--- config.mk ---
export PLATFORM = sky130hd
export DESIGN_NAME = rtcam_alarm
export DESIGN_NICKNAME = d
export VERILOG_FILES = /design/src/design/rtcam_pkg.sv /design/src/design/rtcam_alarm.sv
export VERILOG_INCLUDE_DIRS = /design/src /design/src/design
export SDC_FILE = /design/constraint.sdc
export NUM_CORES = 1
export LEC_CHECK = 0
export BUFFER_PORTS_ARGS = -buffer_cell sky130_fd_sc_hd__buf_4
export CORE_AREA = 4 4 115 117
export DETAILED_ROUTE_END_ITERATION = 6
export DIE_AREA = 0 0 119 121
export PLACE_DENSITY = 0.53
export SYNTH_ARGS = -nofsm -noshare
export SYNTH_HDL_FRONTEND = slang
export SYNTH_SLANG_ARGS = --single-unit
--- constraint.sdc ---
create_clock -name core_clk -period 3.4 [get_ports core_clk]
set_input_delay 0.51 -clock core_clk [delete_from_list [all_inputs] [get_ports core_clk]]
set_output_delay 0.51 -clock core_clk [all_outputs]
set_load 0.02 [all_outputs]
--- src/design/rtcam_defs.svh ---
// Constant macros for the alarm-zero match and interrupt block
`ifndef RTCAM_DEFS_SVH
`define RTCAM_DEFS_SVH

// ==========================================================
// Register offsets on the internal register port
`define RTCAM_OFS_SEC 3'h0
`define RTCAM_OFS_MIN 3'h1
`define RTCAM_OFS_HOUR 3'h2
`define RTCAM_OFS_DATE 3'h3
`define RTCAM_OFS_MONTH 3'h4
`define RTCAM_OFS_WDAY 3'h5
`define RTCAM_OFS_INT 3'h6
`define RTCAM_OFS_STATUS 3'h7

// ==========================================================
// Field positions and reset values
`define RTCAM_FLD_EN_BIT 7
`define RTCAM_INT_ALARM_ZERO_ENABLE_BIT 5
`define RTCAM_INT_IM_BIT 7
`define RTCAM_STATUS_AL0_BIT 0
`define RTCAM_ALARM_RST 8'h00
`define RTCAM_INT_RST 8'h00
`define RTCAM_SEC_ROLL 8'h00

// ==========================================================
// Timing: pulse width of the periodic interrupt
`define RTCAM_CLK_MHZ 32'h14
`define RTCAM_PULSE_NS 32'h3e8
`define RTCAM_PULSE_CYCLES \
   ((`RTCAM_PULSE_NS * `RTCAM_CLK_MHZ + 32'h3e7) / 32'h3e8)

`endif

--- src/design/rtcam_pkg.sv ---
// Types shared by the alarm-zero match and interrupt block
`default_nettype none
package rtcam_pkg;

   // ==========================================================
   // Pulse sequencer states, Gray coded
   typedef enum logic [1:0] {
      RTCAM_IDLE = 2'b00,
      RTCAM_PULSE = 2'b01
   } rtcam_state_t;

   // ==========================================================
   // Whole state of the block
   typedef struct packed {
      logic [5:0][7:0] alarm;
      logic [7:0] ctrl;
      logic flag;
      rtcam_state_t state;
      logic [15:0] cnt;
      logic irq_n;
      logic [7:0] rdata;
   } rtcam_regs_t;

endpackage
`default_nettype wire

--- src/design/rtcam_alarm.sv ---
// Alarm-zero field match, status flag and interrupt pin driver
`timescale 1ns/100ps
`default_nettype none
`include "rtcam_defs.svh"

// Summary of operation
// - Alarm fires when enabled fields first match
// - Trigger sets flag and drives pin low
// - Bit 7 enables field, rest BCD
// - Disabled fields never cause nor block, but seconds off waits for 00
// - Control bit 5 enables, bit 7 mode
// - Pulsed mode pulses on every recurrence
// - Pulsed mode sets flag, no clear needed
// - Mode zero gives single event interrupt
module rtcam_alarm #(
   parameter logic [15:0] PULSE_CYCLES = 16'(`RTCAM_PULSE_CYCLES)
) (
   input wire logic core_clk,
   input wire logic sys_rst,
   input wire logic sec_tick,
   input wire logic [7:0] time_sec,
   input wire logic [7:0] time_min,
   input wire logic [7:0] time_hour,
   input wire logic [7:0] time_date,
   input wire logic [7:0] time_month,
   input wire logic [7:0] time_wday,
   input wire logic reg_wr_en,
   input wire logic reg_rd_en,
   input wire logic [2:0] reg_addr,
   input wire logic [7:0] reg_wdata,
   output logic [7:0] reg_rdata,
   output logic alarm_zero_flag,
   output logic irq_or_freq_out_n
);

   // ==========================================================
   // Field compare helper
   // A field with its enable clear always counts as a hit
   function automatic logic field_hit(input logic [7:0] alm,
                                      input logic [7:0] now);
      field_hit = !alm[`RTCAM_FLD_EN_BIT] || (alm[6:0] == now[6:0]);
   endfunction

   rtcam_pkg::rtcam_regs_t s_reg;
   rtcam_pkg::rtcam_regs_t s_next;
   logic [5:0][7:0] now;
   logic [5:0] hits;
   logic hit_all;
   logic sec_en;
   logic alarm_zero_enable;
   logic irq_pulse_mode;
   logic trig;
   logic flag_clr;

   // ==========================================================
   // Match detection
   assign now = {time_wday, time_month, time_date, time_hour, time_min,
                 time_sec};

   // One comparator per alarm field
   generate
      for (genvar i = 0; i < 6; i++) begin : g_cmp
         assign hits[i] = field_hit(s_reg.alarm[i], now[i]);
      end
   endgenerate

   assign hit_all = &hits;
   assign sec_en = s_reg.alarm[0][`RTCAM_FLD_EN_BIT];
   assign alarm_zero_enable = s_reg.ctrl[`RTCAM_INT_ALARM_ZERO_ENABLE_BIT];
   assign irq_pulse_mode = s_reg.ctrl[`RTCAM_INT_IM_BIT];
   // Only a tick can start a match, so a held time fires once
   assign trig = sec_tick && alarm_zero_enable && hit_all &&
                 (sec_en || time_sec == `RTCAM_SEC_ROLL);
   // Writing zero to the flag bit clears it
   assign flag_clr = reg_wr_en && reg_addr == `RTCAM_OFS_STATUS &&
                     !reg_wdata[`RTCAM_STATUS_AL0_BIT];

   // ==========================================================
   // Next state
   always_comb begin
      s_next = s_reg;
      if (reg_wr_en) begin
         case (reg_addr)
            `RTCAM_OFS_INT: s_next.ctrl = reg_wdata;
            `RTCAM_OFS_STATUS: s_next.flag = s_reg.flag;
            default: s_next.alarm[reg_addr] = reg_wdata;
         endcase
      end
      // Set beats clear so an alarm on the clearing write is kept
      if (flag_clr) begin
         s_next.flag = 1'b0;
      end
      if (trig) begin
         s_next.flag = 1'b1;
      end
      // Pulse sequencer; a new match restarts the pulse
      case (s_reg.state)
         rtcam_pkg::RTCAM_IDLE: begin
            if (trig && irq_pulse_mode) begin
               s_next.state = rtcam_pkg::RTCAM_PULSE;
               s_next.cnt = PULSE_CYCLES - 16'h0001;
            end
         end
         rtcam_pkg::RTCAM_PULSE: begin
            if (trig && irq_pulse_mode) begin
               s_next.cnt = PULSE_CYCLES - 16'h0001;
            end else if (s_reg.cnt == 16'h0000) begin
               s_next.state = rtcam_pkg::RTCAM_IDLE;
            end else begin
               s_next.cnt = s_reg.cnt - 16'h0001;
            end
         end
         default: begin
            s_next.state = rtcam_pkg::RTCAM_IDLE;
            s_next.cnt = 16'h0000;
         end
      endcase
      // Pin low during a pulse, or while a single event is pending
      s_next.irq_n = !((s_next.state == rtcam_pkg::RTCAM_PULSE) ||
                       (s_next.flag && !s_next.ctrl[`RTCAM_INT_IM_BIT] &&
                        s_next.ctrl[`RTCAM_INT_ALARM_ZERO_ENABLE_BIT]));
      // Registered read data; unused bits of status read zero
      if (reg_rd_en) begin
         case (reg_addr)
            `RTCAM_OFS_INT: s_next.rdata = s_reg.ctrl;
            `RTCAM_OFS_STATUS: s_next.rdata = {7'h00, s_reg.flag};
            default: s_next.rdata = s_reg.alarm[reg_addr];
         endcase
      end
   end

   // ==========================================================
   // State register
   always_ff @(posedge core_clk) begin
      if (sys_rst) begin
         s_reg.alarm <= {6{`RTCAM_ALARM_RST}};
         s_reg.ctrl <= `RTCAM_INT_RST;
         s_reg.flag <= 1'b0;
         s_reg.state <= rtcam_pkg::RTCAM_IDLE;
         s_reg.cnt <= 16'h0000;
         s_reg.irq_n <= 1'b1;
         s_reg.rdata <= 8'h00;
      end else begin
         s_reg <= s_next;
      end
   end

   assign reg_rdata = s_reg.rdata;
   assign alarm_zero_flag = s_reg.flag;
   assign irq_or_freq_out_n = s_reg.irq_n;

   // ==========================================================
   // Checks
   // Cycles since the last pulsed trigger, kept apart from the
   // sequencer's own counter so the width check is independent of it;
   // saturates at all ones while no pulse is running
   logic [15:0] pulse_age;

   always_ff @(posedge core_clk) begin
      if (sys_rst) begin
         pulse_age <= 16'hffff;
      end else if (trig && irq_pulse_mode) begin
         pulse_age <= 16'h0001;
      end else if (pulse_age != 16'hffff) begin
         pulse_age <= pulse_age + 16'h0001;
      end
   end
endmodule
`default_nettype wire

**Word-level counts from Yosys, hierarchy flattened**

Index checks and enable logic that the tools add are counted.

- Output and inout bits: 10
- Bits in registers: 84
- Logic and storage cells: 79

- Mux-type cells: 16
- Equal/unequal tests: 12
- Bitwise logic cells: 1
- Order comparisons: 2
- Add/subtract/negate cells: 1
- Reduce and logical (&&, ||, !) cells: 34

Operator list:

| kind | number |
|---|---|
| $bwmux W48 | 1 |
| $eq A7 B7 Y1 | 6 |
| $pmux W18 S2 | 1 |
| $mux W16 | 2 |
| $bmux W8 S3 | 1 |
| $demux W8 S3 | 1 |
| $mux W8 | 3 |
| $mux W18 | 1 |
| $logic_not A16 Y1 | 1 |
| $pmux W8 S2 | 1 |
| $sub A16 B1 Y16 const B | 1 |
| $logic_and A1 B1 Y1 | 9 |
| $logic_not A1 Y1 | 9 |
| $mux W9 | 1 |
| $logic_not A8 Y1 | 1 |
| $logic_or A1 B1 Y1 | 8 |
| $eq A3 B3 Y1 const B | 2 |
| $reduce_and A2 Y1 | 3 |
| $reduce_and A6 Y1 | 1 |
| $eq A2 B1 Y1 const B | 2 |
| $lt A3 B4 Y1 const B | 1 |
| $mux W2 | 2 |
| $ge A3 B1 Y1 const B | 1 |
| $ne A3 B3 Y1 const B | 1 |
| other kinds (5) | 6 |

**Logic depth before layout (Yosys ltp)**

Gate-level depths: netlist (run 1).

- Depth after elaboration: 11
- Gate-level depth with buffers: 8

**Worst setup path before layout (run 1)**

OpenSTA, ideal clock, no wires.

- Kind: input port to flip-flop
- From: input time_date[5]
- To: register s_reg[11] (netlist name)
- Slack: 1.459 ns
- Setup time: 0.117 ns
- Buffers on the path: 1
- Stages on the path: 6
- Arrival time: 1.824 ns
- Cell sequence: xor2_1 > o41ai_1 > nand4_1 > o21bai_1 > buf_2 > nor2_1

- Word-level cells in the longest chain between the ends: 8
- Elaborated cells on any way between the ends: 11
- Classes of those cells: eq/ne (3); mux (2); reduce/logical (6)

RTL lines:

| item | RTL line | text |
|---|---|---|
| start, declared | rtcam_alarm.sv:24 | `input wire logic [7:0] time_date,` |
| $eq A7 B7 Y1 * | rtcam_alarm.sv:41 | `` field_hit = !alm[`RTCAM_FLD_EN_BIT] \|\| (alm[6:0] == now[6:0]); `` |
| $logic_or A1 B1 Y1 * | rtcam_alarm.sv:41 |  |
| $reduce_and A6 Y1 * | rtcam_alarm.sv:67 | `assign hit_all = &hits;` |
| $logic_and A1 B1 Y1 * (2 in a row) | rtcam_alarm.sv:72 | `assign trig = sec_tick && alarm_zero_enable && hit_all &&` |
| $logic_and A1 B1 Y1 * | - |  |
| $mux W16 (tied with other cells) | rtcam_alarm.sv:105 | `if (trig && irq_pulse_mode) begin` |
| $pmux W18 S2 or $reduce_and A2 Y1 (tied branches) | - |  |
| end signal, assigned | rtcam_alarm.sv:144 | `s_reg <= s_next;` |
| end, declared | rtcam_alarm.sv:44 | `rtcam_pkg::rtcam_regs_t s_reg;` |

Mark *: on every way between the ends. The rest lies on a longest branch, timed or not.
A chain may end at the register's enable or synchronous reset.

**Worst setup path after layout (run 1)**

- From: register s_reg[54] (netlist name)
- To: register s_reg[12] (netlist name)

- Word-level cells in the longest chain between the ends: 8
- Elaborated cells on any way between the ends: 11
- Classes of those cells: eq/ne (3); mux (2); reduce/logical (6)

RTL lines:

| item | RTL line |
|---|---|
| $eq A7 B7 Y1 * | rtcam_alarm.sv:41 |
| $logic_or A1 B1 Y1 * | rtcam_alarm.sv:41 |
| $reduce_and A6 Y1 * | rtcam_alarm.sv:67 |
| $logic_and A1 B1 Y1 * (2 in a row) | rtcam_alarm.sv:72 |
| $logic_and A1 B1 Y1 * | - |
| $mux W16 (tied with other cells) | rtcam_alarm.sv:105 |
| $pmux W18 S2 or $reduce_and A2 Y1 (tied branches) | - |

Marks and branches as above.

==> impl_results.md, run 1 <==
- Outcome: finished, final reports clean
- Post-synth cell types: 45
- Final Power: roughly 2.2 mW
- Setup CP Type: flop to flop
- Slowest stage delay, CP: around 0.60 ns
- Post-synth top area cell: dfxtp_1
- Fin util: between 40% and 50%
- CTS Root Cell: clkbuf_16
- Final non-filler cell area: between 5000 and 6000 sq um
- Dominant cells by area after synthesis: dfxtp_1 40%, nand2_1 11%, a21oi_1 7.6%
- TritonRoute pass-1 iters: 4
- Final #Nets: roughly 630
- Final setup TNS: 0 ns
- PortBufs: a little under 70
- Drt via density: slightly below 5
- ANT nets after route: 0
- H-Tree Depth: 3
- Gpl congestion: ~0.83
- Max Clk Rate: approximately 0.39 GHz
- GRT Total Usage: roughly 17%
- Core Box Area: roughly 12,000 sq um
- Clk_lat worst skew: between 0.3 and 0.4 ns
- Commonest non-fill, non-tap cell in the layout: nand2_1
- Pwr dens: around 440 nW/um^2
- Synth warnings: 0
- Crit-path max FO: 9
- Min cycle time layout: 2.545 ns
- Vias in the first global route: 3,529
- Layout cells sized above 1: about a fifth
- CP endpoint kind: flop
- Register area: between 1500 and 2000 sq um
- Initial core utilization: ~34%
- Via count: around 3,700
- Max Slew Vio Count: 0
- Hold Path Class: flop to flop
- VDD IR max: approximately 270 uV
- Top-area cell type share of the netlist area: between 40% and 50%
- TritonCTS clock tree: yes
- Slew Limit Headroom: between 30% and 40%
- Cell Rows: between 40 and 50
- Most frequent cells in the layout: 122 x nand2_1, 84 x dfxtp_1, 74 x buf_4, 63 x a21oi_1, 34 x xnor2_1
- Area of the multi-input gates: approximately 2300 sq um
- DR WL/cell: approximately 16 um
- DRT Wirelength: approximately 12,000 um
- CTS Sinks: 84
- Net Count, Synth: 570
- RSZ-0062 raised after global routing: no
- Pin count of the biggest net entering global routing: 66
- Dpl cell area: between 4000 and 5000 sq um
- Mapped cell area: about 4200 sq um
- Syn Inst Count: about 510
- Synth-to-Final Area Change: 22.07%
- DRT iter0 DRCs: around 300
- Top FF cell, synth: dfxtp_1
- Resized Gates After CTS: 0
- Seq/Total Area, Yosys: just over 40%
- Setup bufs post-CTS: 0
- Top cell by count, worst path: nand4_1
- Fill cells: about 1,300
- N_diodes: 0
- CP Data Required Time: 3.63 ns
- Slew @ Worst Pin: 0.9521 ns
- Inserted Clock Buffers: 9
- Die height: between 100 and 150 um
- Initial antenna violation count: 0
- Post-DP HPWL: approximately 8700 um
- Synthesized area per cell: about 8.3 sq um
- CP Data Arrival Time: 2.78 ns
- Maximum capacitance violations: 0
- Final Hold Fails: 0
- CP startpoint kind: flop
- P_leak: 1.870 nW
- Total die area: between 10,000 and 15,000 sq um
- Crit-path cells: xnor2_1, nand4_1, o41ai_1, nand4_1, o21bai_1, buf_4, nor2_1
- DRC: 0
- Yosys reg bits: 84
- GRT Residual Overflow: 0
- Die width: 119 um
- Worst Skew: around 0.0077 ns
- Bufs on Longest Clock Path: 2
- First-pass GRT wire length: 19,100 um
- Reg clk slew, reported paths: approximately 0.06 ns
- Period utilisation layout: between 70% and 80%
- Boundary Pins: 74
- Async SR Flop Fraction: 0%
- Cts hold-fix bufs: 0
- Setup violators final: 0
- Number of flops mapped to enable cells by yosys: 0
- Number of flip-flops in the largest register: slightly above 70
- Slowest stage cell on the critical path: o21bai_1
[layout make-up]
class | instances | share of cell area (%)
Multi-Input combinational cell | 384 | 45.33
Sequential cell | 84 | 33.05
Timing Repair Buffer | 74 | 10.92
Clock buffer | 11 | 4.968
Tap cell | 172 | 4.230
Clock inverter | 5 | 0.9838
Inverter | 7 | 0.5165
[final timing paths]
path | from | end | slack [ns] | cells after the start
max reg2reg | s_reg[54] | s_reg[12] | 0.85 | 7
min | s_reg[34] | s_reg[34] | 0.46 | 2
max | s_reg[54] | s_reg[12] | 0.85 | 7
min reg2reg | s_reg[34] | s_reg[34] | 0.46 | 2
[worst max-delay path: cells and delay by family (launching register included)]
kind            cells  cell delay (ns)
buf+inv             1             0.26
simple gates        3             0.47
compound gates      2             1.15
xor+xnor            1             0.22
flops               1             0.33
[metrics by stage]
step | setup WS [ns] | cells | hold slack, ns
5_1_grt | 0.6352 | 737 | 0.4771
3_3_place_gp | 0.4941 | 721 | 0.4423
6_report | 0.8547 | 737 | 0.4561
3_5_place_dp | 0.4885 | 721 | 0.4512
4_1_cts | 0.7680 | 737 | 0.4589
2_1_floorplan | 1.459 | 505 | 0.4331
[kinds of logic (layout without fill, tap and decap cells)]
kind of cell | after synthesis | after routing | share of synthesized area [%]
AND/OR/NAND/NOR | 202 | 202 | 21.62
flip-flops | 84 | 84 | 40.35
adder cells (fa/ha/maj) | 1 | 1 | 0.3002
multiplexers | 21 | 21 | 6.785
AO/OA/AOI/OAI | 106 | 106 | 15.40
buffers and inverters | 37 | 97 | 4.323
other | 1 | 1 | 0.08998
XOR/XNOR | 53 | 53 | 11.14
[cell usage after synthesis, types with 7 or more instances]
master	count
a22oi_1	9
mux2i_1	8
a211oi_1	9
nor2_1	31
dfxtp_1	84
a21oi_1	63
nand4_1	9
xor2_1	19
nand2_1	122
mux2_2	8
inv_1	7
buf_4	9
xnor2_1	34
clkbuf_1	13
[per-layer routing]
layer	vias to the layer above	share of wire (%)	GRT usage [%]
met5	-	0	0
met3	12	4.7	4.709
met1	1723	47	23.03
li1	1845	-	-
met2	79	47	26.77
met4	0	1.4	4.200
[where the power goes]
group	internal, mW	switching (mW)
Combinational	0.104	0.123
Clock	0.604	0.393
Sequential	1.01	0.0180
No activity file was read; power rests on OpenSTA's default activity.
==> inputs of run 2 (changes only) <==
==> constraint.sdc (replaced) <==
create_clock -name core_clk -period 2.7 [get_ports core_clk]
set_input_delay 0.405 -clock core_clk [delete_from_list [all_inputs] [get_ports core_clk]]
set_output_delay 0.405 -clock core_clk [all_outputs]
set_load 0.02 [all_outputs]
==> impl_results.md, run 2 (same netlist as run 1, synthesis figures left out) <==
- Via count: roughly 3,700
- Most frequent cells in the layout: 122 x nand2_1, 84 x dfxtp_1, 78 x buf_4, 63 x a21oi_1, 34 x xnor2_1
- Slowest stage cell on the critical path: o41ai_1
- N_diodes: 0
- Comb power frac: approximately a tenth
- Fill cells: ~1,300
- Cts hold-fix bufs: 0
- Slew @ Worst Pin: about 0.8 ns
- Setup bufs post-CTS: 0
- Post-DP HPWL: a little under 9000 um
- Die width: between 100 and 150 um
- Drt via density: approximately 5.0
- Total die area: 14,400 sq um
- Placed insts: just over 700
- Bufs on Longest Clock Path: 2
- Crit-path max FO: 4
- Final setup TNS: 0 ns
- CTS Sinks: between 80 and 90
- Setup CP Type: flop to flop
- Hold Path Class: input pin to flop
- Die height: 121 um
- Vias in the first global route: 3,512
- Clk_lat worst skew: ~0.34 ns
- DRT iter0 DRCs: approximately 210
- Worst Skew: 0.007897 ns
- Buf+Inv Stages, Crit Path: 1
- Layout cells sized above 1: between 10% and 20%
- Clock power frac: a little over 40%
- CP endpoint kind: flop
- Inserted Clock Buffers: 9
- TritonRoute pass-1 iters: 5
- Psw: roughly 650 uW
- Min cycle time layout: between 2 and 2.5 ns
- Slew Limit Headroom: between 40% and 50%
- ANT nets after route: 0
- Crit path max-delay family: compound AO/OA/AOI/OAI gates
- GRT Residual Overflow: 0
- PortBufs: just under 70
- CP Data Arrival Time: 2.46 ns
- Setup violators final: 0
- Initial antenna violation count: 0
- Reg clk slew, reported paths: 0.06 ns
- Max Clk Rate: between 0.4 and 0.5 GHz
- Boundary Pins: 74
- Crit-path cells: xnor2_1, nand4_1, o41ai_1, buf_4, nand4_1, or2_2, a21oi_1, a31oi_1
- H-Tree Depth: 3
- Resized Gates After CTS: 0
- Cell Rows: about 40
- Slowest stage delay, CP: 0.42 ns
- DR WL/cell: 16.20 um
- CP Data Required Time: between 2 and 3 ns
- GRT Total Usage: between 15 and 20%
- Sequential Power Share: between 40% and 50%
- Number of flip-flops in the largest register: between 70 and 80
- Gpl congestion: ~0.83
- First-pass GRT wire length: 18,770 um
- Maximum capacitance violations: 0
- Period utilisation layout: around 83%
- CTS Root Cell: clkbuf_16
- Max Slew Vio Count: 0
- Layout Cells excl Fill: 739
- Pin count of the biggest net entering global routing: 66
- Initial core utilization: about a third
- Switching Fraction: between 20% and 30%
- P_leak: roughly 1.9 nW
- Outcome: finished, final reports clean
- Commonest non-fill, non-tap cell in the layout: nand2_1
- Pint: approximately 2.0 mW
- Pwr dens: around 530 nW/um^2
- DRC: 0
- TritonCTS clock tree: yes
- Core Box Area: between 10,000 and 15,000 sq um
- VDD IR max: 306.9 uV
- DRT Wirelength: between 10,000 and 15,000 um
- Final Hold Fails: 0
- CP startpoint kind: flop
- Top cell by count, worst path: nand4_1
- RSZ-0062 raised after global routing: no
- Synth-to-Final Area Change: 21.71%
- Final #Nets: ~630
## run 2: worst paths after layout
kind	start	end	slack, ns	depth (start not counted)
max	s_reg[46]	irq_or_freq_out_n	0.46	8
min	reg_wdata[1]	s_reg[29]	0.38	3
max reg2reg	s_reg[46]	irq_or_freq_out_n	0.46	8
min reg2reg	s_reg[29]	s_reg[29]	0.46	2
## run 2: layout make-up
class	instances	area, sq um	share of cell area, %
clock buffer	11	242.7	4.785
clock inverter	3	15.01	0.2960
inverter	7	26.28	0.5180
multi-input combinational	384	2306	45.46
sequential	84	1682	33.15
tap	172	215.2	4.243
timing repair buffer	78	585.6	11.54
## run 2: per-layer routing
layer,vias to the layer above,global-route usage [%],routed length [um]
met4,0,4.996,170
met1,1721,22.33,5519
met2,87,26.39,5600
li1,1851,-,-
met5,-,0,0
met3,10,5.035,684
## run 2: worst min-delay path: cells and delay by family
family	cells	cell delay, ns
compound gates	1	0.05
buf+inv	1	0.15
simple gates	1	0.06
## run 2: metrics by stage
stage	area, sq um	power [mW]	setup slack (ns)	hold slack (ns)	utilization [%]
3_3_place_gp	4815	1.601	0.3587	0.4417	38.94
3_5_place_dp	4815	1.605	0.3383	0.4483	38.94
5_1_grt	5072	2.794	0.2544	0.3684	41.03
6_report	5072	2.680	0.4552	0.3757	41.03
4_1_cts	5072	2.714	0.4650	0.3664	41.03
2_1_floorplan	4168	1.469	0.8641	0.4331	-
## run 2: power groups by stage
stage	Combinational, mW	Clock, mW	Sequential [mW]
2_1_floorplan	0.161	0	1.31
3_3_place_gp	0.285	0	1.32
3_5_place_dp	0.288	0	1.32
4_1_cts	0.289	1.14	1.29
5_1_grt	0.314	1.19	1.29
6_report	0.287	1.10	1.29
